### config.mk
export PLATFORM = sky130hd
export DESIGN_NAME = its_supervisor
export DESIGN_NICKNAME = d
export VERILOG_FILES = /design/src/logic/its_pkg.sv /design/src/logic/its_timing_if.sv /design/src/logic/its_timing_calc.sv /design/src/logic/its_supervisor.sv
export SDC_FILE = /design/constraint.sdc
export NUM_CORES = 1
export LEC_CHECK = 0
export CAP_MARGIN = 25
export CORE_MARGIN = 4
export CORE_UTILIZATION = 24
export DETAILED_ROUTE_END_ITERATION = 10
export DONT_BUFFER_PORTS = 1
export PLACE_DENSITY = 0.36
export SLEW_MARGIN = 25
export SYNTH_ARGS = -nofsm -noshare
export SYNTH_HDL_FRONTEND = slang
export SYNTH_HIERARCHICAL = 1
export SYNTH_SLANG_ARGS = --single-unit
### constraint.sdc
create_clock -name i_sys_clk -period 20.8 [get_ports i_sys_clk]
set_input_delay 5.2 -clock i_sys_clk [delete_from_list [all_inputs] [get_ports i_sys_clk]]
set_output_delay 5.2 -clock i_sys_clk [all_outputs]
set_load 0.05 [all_outputs]
### src/logic/its_pkg.sv
// constants, types and helpers shared by the ignition timing supervisor
// assumes one 50 MHz clock domain; angles are signed tenths of a crank degree
package its_pkg;

  // angle and speed widths
  localparam int ANG_W = 12;
  localparam int WIDE_W = ANG_W + 3;
  localparam int RPM_W = 16;
  localparam int LOOP_W = 10;
  localparam int MIS_W = 8;
  localparam int CURVE_PTS = 5;
  localparam int CYL_N = 16;
  localparam int CYL_W = 4;

  typedef logic signed [ANG_W-1:0] its_ang_t;
  typedef logic signed [WIDE_W-1:0] its_wide_t;
  typedef logic [RPM_W-1:0] its_rpm_t;

  // angle scaling and limits
  localparam int ANG_PER_DEG = 10;
  localparam int SPAN_DEG = 38;
  localparam int CYL_TRIM_DEG = 2;
  localparam its_ang_t ANG_SPAN = its_ang_t'(SPAN_DEG * ANG_PER_DEG);
  localparam its_ang_t CYL_TRIM_MAX = its_ang_t'(CYL_TRIM_DEG * ANG_PER_DEG);

  // ignition energy range in percent
  localparam logic [6:0] ENERGY_MIN_PCT = 7'h0F;
  localparam logic [6:0] ENERGY_MAX_PCT = 7'h64;

  // fault flag positions and reset values
  localparam int FLT_OVERSPEED = 0;
  localparam int FLT_PICKUP = 1;
  localparam int FLT_LOW_VOLT = 2;
  localparam int FLT_MISFIRE = 3;
  localparam logic [3:0] RST_FAULTS = 4'h0;
  localparam logic [MIS_W-1:0] RST_MIS_CNT = 8'h00;
  localparam its_ang_t RST_ANGLE = 12'h000;

  // supervisor states and digital input functions
  typedef enum logic [1:0] {ST_OFF, ST_RUN, ST_HOLD} its_state_t;
  typedef enum logic {DIG_SCHED_SEL, DIG_RUN_STOP} its_dig_mode_t;

  // saturate a wide angle into [lo, hi]; lo wins if the window is inverted
  function automatic its_ang_t ang_clamp(its_wide_t v, its_ang_t lo, its_ang_t hi);
    its_ang_t r;
    if (v > its_wide_t'(hi)) begin
      r = hi;
    end else begin
      r = its_ang_t'(v);
    end
    if (v < its_wide_t'(lo) || hi < lo) begin
      r = lo;
    end
    return r;
  endfunction

endpackage

### src/logic/its_timing_if.sv
// bundle between the supervisor and the firing-angle calculator
// assumes the supervisor drives every setting and reads back the angle
`timescale 1ns/1ps
interface its_timing_if;
  import its_pkg::*;
  logic sched_b; // second schedule active
  its_ang_t base; // base timing
  logic pot_en; // manual knob enabled
  its_ang_t pot_val; // manual knob reading
  its_ang_t pot_min;
  its_ang_t pot_max;
  logic [LOOP_W-1:0] loop_code; // 0 = 4 mA, full scale = 20 mA
  its_ang_t ana_lo; // offset at 4 mA
  its_ang_t ana_hi; // offset at 20 mA
  logic [1:0] ana_en; // per schedule
  logic [1:0] curve_en; // per schedule
  its_ang_t [1:0] lim_min; // per schedule
  its_ang_t [1:0] lim_max; // per schedule
  its_ang_t b_off; // second schedule offset
  its_rpm_t rpm;
  its_rpm_t [CURVE_PTS-1:0] curve_rpm;
  its_ang_t [CURVE_PTS-1:0] curve_ang;
  logic cyl_en;
  its_ang_t cyl_trim; // trim of the cylinder being fired
  its_ang_t angle; // resulting firing angle

  modport sup (output sched_b, base, pot_en, pot_val, pot_min, pot_max, loop_code,
    ana_lo, ana_hi, ana_en, curve_en, lim_min, lim_max, b_off, rpm, curve_rpm,
    curve_ang, cyl_en, cyl_trim, input angle);
  modport calc (input sched_b, base, pot_en, pot_val, pot_min, pot_max, loop_code,
    ana_lo, ana_hi, ana_en, curve_en, lim_min, lim_max, b_off, rpm, curve_rpm,
    curve_ang, cyl_en, cyl_trim, output angle);
endinterface

### src/logic/its_timing_calc.sv
// firing-angle composition: sum of enabled corrections, clamped per schedule
// assumes settings are stable for a cycle; purely combinational
`timescale 1ns/1ps
module its_timing_calc
  import its_pkg::*;
(
  // settings in, angle out
  its_timing_if.calc tif
);

  logic sel; // active schedule index
  its_ang_t lo; // active lower limit
  its_ang_t hi; // upper limit confined to the span
  its_ang_t pot; // bounded knob term
  its_ang_t ana; // loop-current term
  its_ang_t crv; // speed-curve term
  its_ang_t trim; // bounded cylinder term
  its_wide_t sum; // unclamped total
  logic signed [WIDE_W+LOOP_W:0] prod; // scaled loop product

  //////////////////////////////////////////////////////////////////////////
  // speed curve lookup: step to the highest point already passed
  // points are taken as ascending; a step curve avoids a divider
  function automatic its_ang_t curve_pick(its_rpm_t rpm, its_rpm_t [CURVE_PTS-1:0] pr,
                                          its_ang_t [CURVE_PTS-1:0] pa);
    its_ang_t r;
    r = RST_ANGLE;
    for (int i = 0; i < CURVE_PTS; i++) begin
      if (rpm >= pr[i]) begin
        r = pa[i];
      end
    end
    return r;
  endfunction

  //////////////////////////////////////////////////////////////////////////
  // angle composition
  always_comb begin
    sel = tif.sched_b;
    lo = tif.lim_min[sel];
    // window never wider than the total span
    hi = ang_clamp(its_wide_t'(tif.lim_max[sel]), lo,
                   ang_clamp(its_wide_t'(lo) + its_wide_t'(ANG_SPAN), lo,
                             its_ang_t'({1'b0, {(ANG_W-1){1'b1}}})));
    pot = tif.pot_en ? ang_clamp(its_wide_t'(tif.pot_val), tif.pot_min, tif.pot_max)
                     : RST_ANGLE;
    // linear map across the loop range
    prod = (WIDE_W+LOOP_W+1)'((its_wide_t'(tif.ana_hi) - its_wide_t'(tif.ana_lo))
           * $signed({1'b0, tif.loop_code}));
    ana = its_ang_t'(its_wide_t'(tif.ana_lo) + its_wide_t'(prod >>> LOOP_W));
    crv = curve_pick(tif.rpm, tif.curve_rpm, tif.curve_ang);
    trim = tif.cyl_en ? ang_clamp(its_wide_t'(tif.cyl_trim), -CYL_TRIM_MAX, CYL_TRIM_MAX)
                      : RST_ANGLE;
    sum = its_wide_t'(tif.base) + its_wide_t'(pot)
        + (tif.ana_en[sel] ? its_wide_t'(ana) : its_wide_t'(0))
        + (tif.curve_en[sel] ? its_wide_t'(crv) : its_wide_t'(0))
        + (sel ? its_wide_t'(tif.b_off) : its_wide_t'(0))
        + its_wide_t'(trim);
    tif.angle = ang_clamp(sum, lo, hi);
  end

endmodule

### src/logic/its_supervisor.sv
// ignition timing supervisor: mode select, fault shutdown, restart guard,
// misfire rate check, energy setting and firing angle output
// assumes all inputs are synchronous to i_sys_clk and settings are quasi static
//
// Summary of operation
// - permit output conducts only while firing
// - four faults shut the ignition outputs down
// - remote mode: closed input stops ignition
// - remote mode uses first schedule only
// - stop above security speed blocks until standstill
// - select mode: closed picks second schedule
// - each schedule own limits, enables; second has offset
// - total adjustment confined to 38 degrees
// - manual knob bounded, ignored when deactivated
// - loop current maps linearly to bounded offset
// - speed curve of up to five points
// - per-cylinder trim at most 2 degrees
// - misfires per cycle over rate stop ignition
// - energy 15 to 100 percent, scales spark
// - pickup errors shown on status indicator
`timescale 1ns/1ps
module its_supervisor
  import its_pkg::*;
(
  // clock and reset
  input wire logic i_sys_clk,
  input wire logic i_rst_n,
  // digital input
  input wire its_dig_mode_t i_dig_mode,
  input wire logic i_dig_closed,
  // fault sources
  input wire logic i_overspeed,
  input wire logic i_pickup_err,
  input wire logic i_low_volt,
  input wire logic i_fault_clear,
  // misfire detection
  input wire logic i_open_circ,
  input wire logic i_cycle_end,
  input wire logic [MIS_W-1:0] i_misfire_limit,
  // speed
  input wire its_rpm_t i_rpm,
  input wire its_rpm_t i_security_rpm,
  // timing settings
  input wire its_ang_t i_base_ang,
  input wire logic i_pot_en,
  input wire its_ang_t i_pot_val,
  input wire its_ang_t i_pot_min,
  input wire its_ang_t i_pot_max,
  input wire logic [LOOP_W-1:0] i_loop_code,
  input wire its_ang_t i_ana_lo,
  input wire its_ang_t i_ana_hi,
  input wire logic [1:0] i_ana_en,
  input wire logic [1:0] i_curve_en,
  input wire its_ang_t [1:0] i_lim_min,
  input wire its_ang_t [1:0] i_lim_max,
  input wire its_ang_t i_b_offset,
  input wire its_rpm_t [CURVE_PTS-1:0] i_curve_rpm,
  input wire its_ang_t [CURVE_PTS-1:0] i_curve_ang,
  input wire logic i_cyl_en,
  input wire logic [CYL_W-1:0] i_cyl_idx,
  input wire its_ang_t [CYL_N-1:0] i_cyl_trim,
  // energy
  input wire logic [6:0] i_energy_pct,
  // outputs
  output logic o_ign_enable,
  output logic o_firing_permit_output,
  output logic o_sched_b,
  output its_ang_t o_fire_angle,
  output logic [6:0] o_energy_pct,
  output logic o_pickup_led,
  output logic [3:0] o_fault_flags,
  output logic o_restart_blocked,
  output logic o_loop_supply_output
);

  its_timing_if tif ();

  its_state_t state_q, state_d; // supervisor state
  logic [3:0] faults_q, faults_d; // latched fault causes
  logic [MIS_W-1:0] mis_cnt_q, mis_cnt_d; // misfires this cycle
  logic [MIS_W:0] mis_tot; // count including this cycle's event
  logic mis_trip; // rate exceeded at cycle end
  logic stop_req; // remote stop asserted
  logic ign_d, permit_d, sched_b_d, pu_led_d, blocked_d;
  its_ang_t angle_d;
  logic [6:0] energy_d;

  //////////////////////////////////////////////////////////////////////////
  // settings into the calculator; schedule comes from the flop, so the
  // angle lags a schedule change by one cycle
  assign tif.sched_b = o_sched_b;
  assign tif.base = i_base_ang;
  assign tif.pot_en = i_pot_en;
  assign tif.pot_val = i_pot_val;
  assign tif.pot_min = i_pot_min;
  assign tif.pot_max = i_pot_max;
  assign tif.loop_code = i_loop_code;
  assign tif.ana_lo = i_ana_lo;
  assign tif.ana_hi = i_ana_hi;
  assign tif.ana_en = i_ana_en;
  assign tif.curve_en = i_curve_en;
  assign tif.lim_min = i_lim_min;
  assign tif.lim_max = i_lim_max;
  assign tif.b_off = i_b_offset;
  assign tif.rpm = i_rpm;
  assign tif.curve_rpm = i_curve_rpm;
  assign tif.curve_ang = i_curve_ang;
  assign tif.cyl_en = i_cyl_en;
  assign tif.cyl_trim = i_cyl_trim[i_cyl_idx];

  its_timing_calc u_calc (
    .tif(tif.calc)
  );

  //////////////////////////////////////////////////////////////////////////
  // next-state logic
  always_comb begin
    // misfire count over one engine cycle
    mis_tot = {1'b0, mis_cnt_q} + {{MIS_W{1'b0}}, i_open_circ};
    mis_trip = i_cycle_end && (mis_tot > {1'b0, i_misfire_limit});
    if (i_cycle_end) begin
      mis_cnt_d = RST_MIS_CNT;
    end else if (i_open_circ && mis_cnt_q != {MIS_W{1'b1}}) begin
      mis_cnt_d = mis_tot[MIS_W-1:0]; // saturates rather than wrapping
    end else begin
      mis_cnt_d = mis_cnt_q;
    end
    // faults latch; a new event wins over a clear in the same cycle
    faults_d = faults_q & ~{4{i_fault_clear}};
    faults_d[FLT_OVERSPEED] = faults_d[FLT_OVERSPEED] | i_overspeed;
    faults_d[FLT_PICKUP] = faults_d[FLT_PICKUP] | i_pickup_err;
    faults_d[FLT_LOW_VOLT] = faults_d[FLT_LOW_VOLT] | i_low_volt;
    faults_d[FLT_MISFIRE] = faults_d[FLT_MISFIRE] | mis_trip;
    stop_req = (i_dig_mode == DIG_RUN_STOP) && i_dig_closed;
    // run/stop sequencing
    state_d = state_q;
    unique case (state_q)
      ST_OFF: begin
        if (!(|faults_d) && !stop_req) begin
          state_d = ST_RUN;
        end
      end
      ST_RUN: begin
        if ((|faults_d) || stop_req) begin
          // fast switch-off must wait for standstill before restart
          state_d = (i_rpm > i_security_rpm) ? ST_HOLD : ST_OFF;
        end
      end
      ST_HOLD: begin
        if (i_rpm == '0) begin
          state_d = ST_OFF;
        end
      end
    endcase
    ign_d = (state_d == ST_RUN);
    permit_d = (state_d == ST_RUN);
    blocked_d = (state_d == ST_HOLD);
    // remote mode forces the first schedule
    sched_b_d = (i_dig_mode == DIG_SCHED_SEL) && i_dig_closed;
    pu_led_d = faults_d[FLT_PICKUP];
    angle_d = tif.angle;
    // out-of-range settings saturate into the accepted range
    if (i_energy_pct < ENERGY_MIN_PCT) begin
      energy_d = ENERGY_MIN_PCT;
    end else if (i_energy_pct > ENERGY_MAX_PCT) begin
      energy_d = ENERGY_MAX_PCT;
    end else begin
      energy_d = i_energy_pct;
    end
  end

  //////////////////////////////////////////////////////////////////////////
  // registers; every output comes from here
  always_ff @(posedge i_sys_clk) begin
    if (!i_rst_n) begin
      state_q <= ST_OFF;
      faults_q <= RST_FAULTS;
      mis_cnt_q <= RST_MIS_CNT;
      o_ign_enable <= 1'b0;
      o_firing_permit_output <= 1'b0;
      o_sched_b <= 1'b0;
      o_fire_angle <= RST_ANGLE;
      o_energy_pct <= ENERGY_MAX_PCT;
      o_pickup_led <= 1'b0;
      o_fault_flags <= RST_FAULTS;
      o_restart_blocked <= 1'b0;
      o_loop_supply_output <= 1'b0;
    end else begin
      state_q <= state_d;
      faults_q <= faults_d;
      mis_cnt_q <= mis_cnt_d;
      o_ign_enable <= ign_d;
      o_firing_permit_output <= permit_d;
      o_sched_b <= sched_b_d;
      o_fire_angle <= angle_d;
      o_energy_pct <= energy_d;
      o_pickup_led <= pu_led_d;
      o_fault_flags <= faults_d;
      o_restart_blocked <= blocked_d;
      o_loop_supply_output <= 1'b1;
    end
  end
endmodule

* Yosys cells after proc, flatten, opt, wreduce, memory -nomap -nowiden
Index checks and enable logic that the tools add are counted.
Storage, ports and cells: output and inout bits 29, flip-flop bits (word level) 38
Cells by class: reduce and logical (&&, ||, !) cells 17, $add $sub $neg 9, order comparisons 25, bitwise operators 8, equal/unequal tests 5, $mul 1, mux-type cells 38
Operators by type and width (number):
- $mux W12 | 22
- $ge A16 B16 Y1 | 5
- $lt A12 B12 Y1 | 5
- $bmux W12 S4 | 1
- $add A15 B15 Y15 | 3
- $mux W15 | 3
- $mul A26 B11 Y22 | 1
- $gt A12 B12 Y1 | 2
- $gt A16 B16 Y1 | 1
- $logic_not A16 Y1 | 1
- $add A15 B12 Y15 | 1
- $gt A15 B12 Y1 | 1
- $lt A15 B12 Y1 | 1
- $mux W7 | 2
- $add A12 B10 Y13 const B | 1
- $add A12 B12 Y13 | 1
- $gt A13 B12 Y1 const B | 1
- $lt A13 B12 Y1 | 1
- $sub A12 B12 Y13 | 1
- $add A12 B12 Y12 | 1
- $gt A12 B6 Y1 const B | 1
- $lt A12 B12 Y1 const A | 1
- $lt A12 B6 Y1 const B | 1
- $add A8 B1 Y9 | 1
- 22 further kinds | 44

* Longest topological paths before layout
depth after elaboration 13, depth in mapped cells 59

* Modules after synthesis
The synthesis kept the hierarchy.
By module, submodules not included:
- its_timing_calc | area each 14622.8 µm², seq. area each 0.0 µm², times used 1, cells an instance 1845
- its_supervisor | area each 3530.9 µm², seq. area each 740.7 µm², times used 1, cells an instance 315

* Worst setup path after synthesis
Ideal clock, no wire load.
path type input-to-reg, start point input i_ana_lo[1], end point register o_fire_angle[6], cell stages on the path 53, arrival time 17.418 ns, path buffers 2, setup slack 3.322 ns, required time 20.741 ns, path through inv_1 -> ha_1 -> nor2b_1 -> o21ai_0 -> a21boi_0 -> o21ai_0 -> a21boi_0 -> o21ai_0 -> a21oi_1 -> o41ai_1 -> clkbuf_1 -> mux2_2 -> fa_1 -> inv_1 -> fa_1 -> fa_1 -> fa_1 -> inv_1 -> [... 17 more ...] -> fa_1 -> inv_1 -> fa_1 -> inv_1 -> ha_1 -> nor4b_1 -> a2111oi_0 -> nand2_1 -> ha_1 -> nand4_1 -> nor2_1 -> o21ai_0 -> a221oi_1 -> clkbuf_1 -> nand3b_1 -> o221a_2 -> o22ai_1 -> and2_1
On the way: word-level cells in the longest chain between the ends 11, elaborated cells on any way between the ends 13, those cells by class add/sub (6); mul (1); order compare (2); mux (3); reduce/logical (1)
RTL lines:
- from (decl) | RTL line its_supervisor.sv:50 | input wire its_ang_t i_ana_lo,
- $sub A12 B12 Y13 | RTL line its_timing_calc.sv:48 | prod = (WIDE_W+LOOP_W+1)'((its_wide_t'(tif.ana_hi) - its_wide_t'(tif.ana_lo))
- $mul A26 B11 Y22 | RTL line its_timing_calc.sv:49 | * $signed({1'b0, tif.loop_code}));
- $add A12 B12 Y12 (*) | RTL line its_timing_calc.sv:50 | ana = its_ang_t'(its_wide_t'(tif.ana_lo) + its_wide_t'(prod >>> LOOP_W));
- $mux W15 (*) | RTL line its_timing_calc.sv:55 | + (tif.ana_en[sel] ? its_wide_t'(ana) : its_wide_t'(0))
- $add A15 B15 Y15 (*) | RTL line its_timing_calc.sv:55
- $add A15 B15 Y15 (*) | RTL line its_timing_calc.sv:56 | + (tif.curve_en[sel] ? its_wide_t'(crv) : its_wide_t'(0))
- $add A15 B15 Y15 (*) | RTL line its_timing_calc.sv:57 | + (sel ? its_wide_t'(tif.b_off) : its_wide_t'(0))
- $add A15 B12 Y15 (*) | RTL line its_timing_calc.sv:58 | + its_wide_t'(trim);
- $gt A15 B12 Y1 / $lt A15 B12 Y1 (equally long branches) | RTL line its_pkg.sv:46, its_pkg.sv:51
- $mux W12 / $logic_or A1 B1 Y1 (equally long branches) | RTL line its_pkg.sv:46, its_pkg.sv:51
- $mux W12 (*) | RTL line its_pkg.sv:51 | if (v < its_wide_t'(lo) || hi < lo) begin
- named net angle_d[6] | RTL line its_supervisor.sv:85 | its_ang_t angle_d;
- to (signal assigned) | RTL line its_supervisor.sv:195 | o_fire_angle <= angle_d;
- to (decl) | RTL line its_supervisor.sv:68 | output its_ang_t o_fire_angle,
The timed path passes the listed nets; every way through them passes the cells marked *. A chain may end at the register's enable or synchronous reset.

* Worst setup path in the final report
start point input i_ana_hi[0], end point register o_fire_angle[8]
On the way: word-level cells in the longest chain between the ends 11, elaborated cells on any way between the ends 13, those cells by class add/sub (6); mul (1); order compare (2); mux (3); reduce/logical (1)
RTL lines:
- from (decl) | RTL line its_supervisor.sv:51 | input wire its_ang_t i_ana_hi,
- $sub A12 B12 Y13 (*) | RTL line its_timing_calc.sv:48
- $mul A26 B11 Y22 (*) | RTL line its_timing_calc.sv:49
- $add A12 B12 Y12 (*) | RTL line its_timing_calc.sv:50
- $mux W15 (*) | RTL line its_timing_calc.sv:55
- $add A15 B15 Y15 (*) | RTL line its_timing_calc.sv:55
- $add A15 B15 Y15 (*) | RTL line its_timing_calc.sv:56
- $add A15 B15 Y15 (*) | RTL line its_timing_calc.sv:57
- $add A15 B12 Y15 (*) | RTL line its_timing_calc.sv:58
- $gt A15 B12 Y1 / $lt A15 B12 Y1 (equally long branches) | RTL line its_pkg.sv:46, its_pkg.sv:51
- $mux W12 / $logic_or A1 B1 Y1 (equally long branches) | RTL line its_pkg.sv:46, its_pkg.sv:51
- $mux W12 (*) | RTL line its_pkg.sv:51
- named net angle_d[8] | RTL line its_supervisor.sv:85
Marks and branches as above.

==> metrics.md <==
| Metric | Value |
|---|---|
| Outcome | completed |
| Number of global-route vias before repair | ~17,000 |
| Maximum clock frequency | between 50 and 60 MHz |
| Final Max Tran Viols | 0 |
| Vias per cell | roughly 5 |
| Post-Synth Adder-Cell Area | just under 40% |
| Initial antenna violation count | 15 |
| Synth-to-Final Area Change | 7.11% |
| GRT overflow | 0 |
| CTS clk-pin slew, worst paths | around 0.06 ns |
| Top delay family on crit path | adder cells |
| CP Data Required Time | 21.03 ns |
| Startpoint types | primary input |
| Synth warn | 6 |
| Hold_buf cts | 0 |
| Compound-gate portion of the synthesized area | ~17% |
| Max FO, Critical Path | 21 |
| Die Wd | 283 microns |
| Post-synth top cells | inv_1 (408), ha_1 (306), fa_1 (164), nand2_1 (142), nor2_1 (94) |
| Mapped Area | 0.0182 sq mm |
| HP Class | reg2reg |
| Setup CP Type | in2reg |
| Proportion of layout cells with a drive suffix above 1 | under 10% |
| Yosys cell types | between 90 and 100 |
| Worst slew pin tran | ~1.0 ns |
| CP max stage delay | a little under 0.8 ns |
| Overall Global Routing Usage | ~18% |
| Post-CTS setup buffers | 0 |
| Tcrit/Tclk final | 91.7% |
| Clk_skew | 0.00287 ns |
| Post-cts repair resize count | 0 |
| Seq/Total Area, Yosys | under 10% |
| Starting Density | 24.3% |
| Worst path most repeated cell | fa_1 |
| Reg area | about 740 sq um |
| Final GP Congestion | roughly 0.9 |
| Synth area leaders | ha_1 (21%), fa_1 (18%), inv_1 (8.4%) |
| Main flop type after synthesis | dfxtp_1 |
| Post-synth EDFFs | 0 |
| Root Driver | clkbuf_16 |
| TritonCTS clock tree | yes |
| IO buf count | 0 |
| Die area | between 0.08 and 0.09 sq mm |
| Clock latency on the worst-skew pair | about 0.28 ns |
| Setup TNS | 0 ns |
| First-pass GRT wire length | between 100,000 and 150,000 microns |
| DPL Wire Length | 64,700 microns |
| DRC | 0 |
| Multi-input gate area | 0.0156 sq mm |
| Post-synthesis mux area share | 11.1% |
| Sink Count | 37 |
| WL/cell | 23.5 microns |
| H-tree depth | 2 |
| CP bufs+invs | 8 |
| Initial DRC count | 725 |
| Arr. time, crit path | 19.30 ns |
| Post-synthesis register bit count | 37 |
| Routed Antenna Nets | 0 |
| Slew margin rel. | a little under a third |
| Cell with the most instances after synthesis | inv_1 |
| CP endpoint kind | flop |
| Height of the die | ~280 microns |
| WL final | between 70,000 and 80,000 microns |
| Fin crit period | 19.07 ns |
| Largest net degree at the start of global routing | between 40 and 50 |
| Post-synth top area cell | ha_1 |
| Final hold vios | 0 |
| Core outline area | 0.0747 sq mm |
| RSZ-0062 raised after global routing | no |
| Synthesized net count | between 3,000 and 4,000 |
| Synthesized instance count | ~2,200 |
| Fill count | about 8,100 |
| Nets | 3,129 |
| Mean area per synthesized cell | between 8 and 9 sq um |
| Drt pass-1 iters | 6 |
| Final setup violation count | 0 |
| Highest-delay cell along the critical path | xnor2_1 |
| Vias | between 15,000 and 20,000 |
| Top-level I/O count | 570 |
| Inserted Clock Buffers | 5 |
| Std-Cell Rows | 100 |
| Post-Synth XOR/XNOR Area | 2.68% |
| Post-synthesis simple-gate area fraction | ~16% |
| Async S/R FF share, synth | 0% |
| Max Root-Sink Buffers | 2 |
| Combinational family with the most area after synthesis | adder cells |
| Max-cap violations | 0 |
| Top cell type's share of synthesized area | 21.1% |
-- registers in the layout (all words and copies together), names as in the netlist --
| signal | flops |
|---|---|
| o_fire_angle | 12 |
| mis_cnt_q | 8 |
| o_energy_pct | 7 |
| faults_q | 4 |
| state_q | 2 |
| o_firing_permit_output | 1 |
| o_loop_supply_output | 1 |
| o_restart_blocked | 1 |
| o_sched_b | 1 |
-- metal layers --
layer	global-route usage, %	vias up	routed length, microns
met5	0	-	61
met4	2.19	10	1050
li1	-	7421	-
met3	3.69	51	4760
met1	21.7	7492	30400
met2	32.8	536	36500
-- placed cells by master, fill, tap and decap left out, types with 29 or more instances in the layout --
cell type	instances
a21o_1	47
a21oi_1	93
and2_1	77
dfxtp_1	36
fa_1	164
ha_1	306
inv_1	408
mux2i_1	29
mux4_2	59
nand2_1	142
nand3_1	39
nor2_1	94
nor2b_1	39
nor3_1	53
o21ai_0	84
xnor2_1	32
-- worst register-to-register path, delay by kind of cell, from the launching register on --
family          cells  cell delay [ns]
compound gates     17             4.53
buf+inv             5             1.21
mux                 1             0.46
fa+ha+maj           3             0.81
flops               1             0.51
simple gates        8             1.76
-- area by class of cell --
type | instances | area share (%)
Clock inverter | 1 | 0.0450
Inverter | 413 | 7.97
Timing Repair Buffer | 19 | 0.734
Tap cell | 969 | 6.24
Clock buffer | 7 | 0.785
Multi-Input combinational cell | 1642 | 80.3
Antenna cell | 4 | 0.0515
Sequential cell | 37 | 3.83
-- cells by family (layout without fill, tap and decap cells) --
family | count (synthesis) | after routing
AND/OR/NAND/NOR | 562 | 562
buffers and inverters | 481 | 440
adder cells (fa/ha/maj) | 470 | 470
AO/OA/AOI/OAI | 436 | 436
multiplexers | 120 | 120
XOR/XNOR | 54 | 54
flip-flops | 37 | 37
other | 0 | 4
-- path summary, 6_finish.rpt --
check	slack, ns	start	cells past startpoint	endpoint
setup / recovery	1.73	i_ana_hi[0]	53	o_fire_angle[8]$_SDFF_PN0_
hold / removal	0.48	mis_cnt_q[0]$_SDFFE_PP0P_	2	mis_cnt_q[0]$_SDFFE_PP0P_
setup reg to reg	11.50	o_sched_b$_SDFF_PN0_	34	o_fire_angle[4]$_SDFF_PN0_
hold reg to reg	0.48	mis_cnt_q[0]$_SDFFE_PP0P_	2	mis_cnt_q[0]$_SDFFE_PP0P_
-- metrics by stage --
step	hold WS (ns)	area, sq um	setup WS, ns	util, %	instances
floorplan	0.453	18200	3.32	-	2160
global placement	0.473	19200	1.44	25.7	3080
detailed placement	0.474	19200	1.39	25.8	3080
CTS	0.482	19400	1.64	26.0	3088
global route	0.508	19400	0.625	26.0	3089
finish	0.482	19400	1.73	26.0	3092
Power is left out: the tool's default activity adds up to more than one toggle a clock period on the data nets, which glitch-free logic cannot reach.
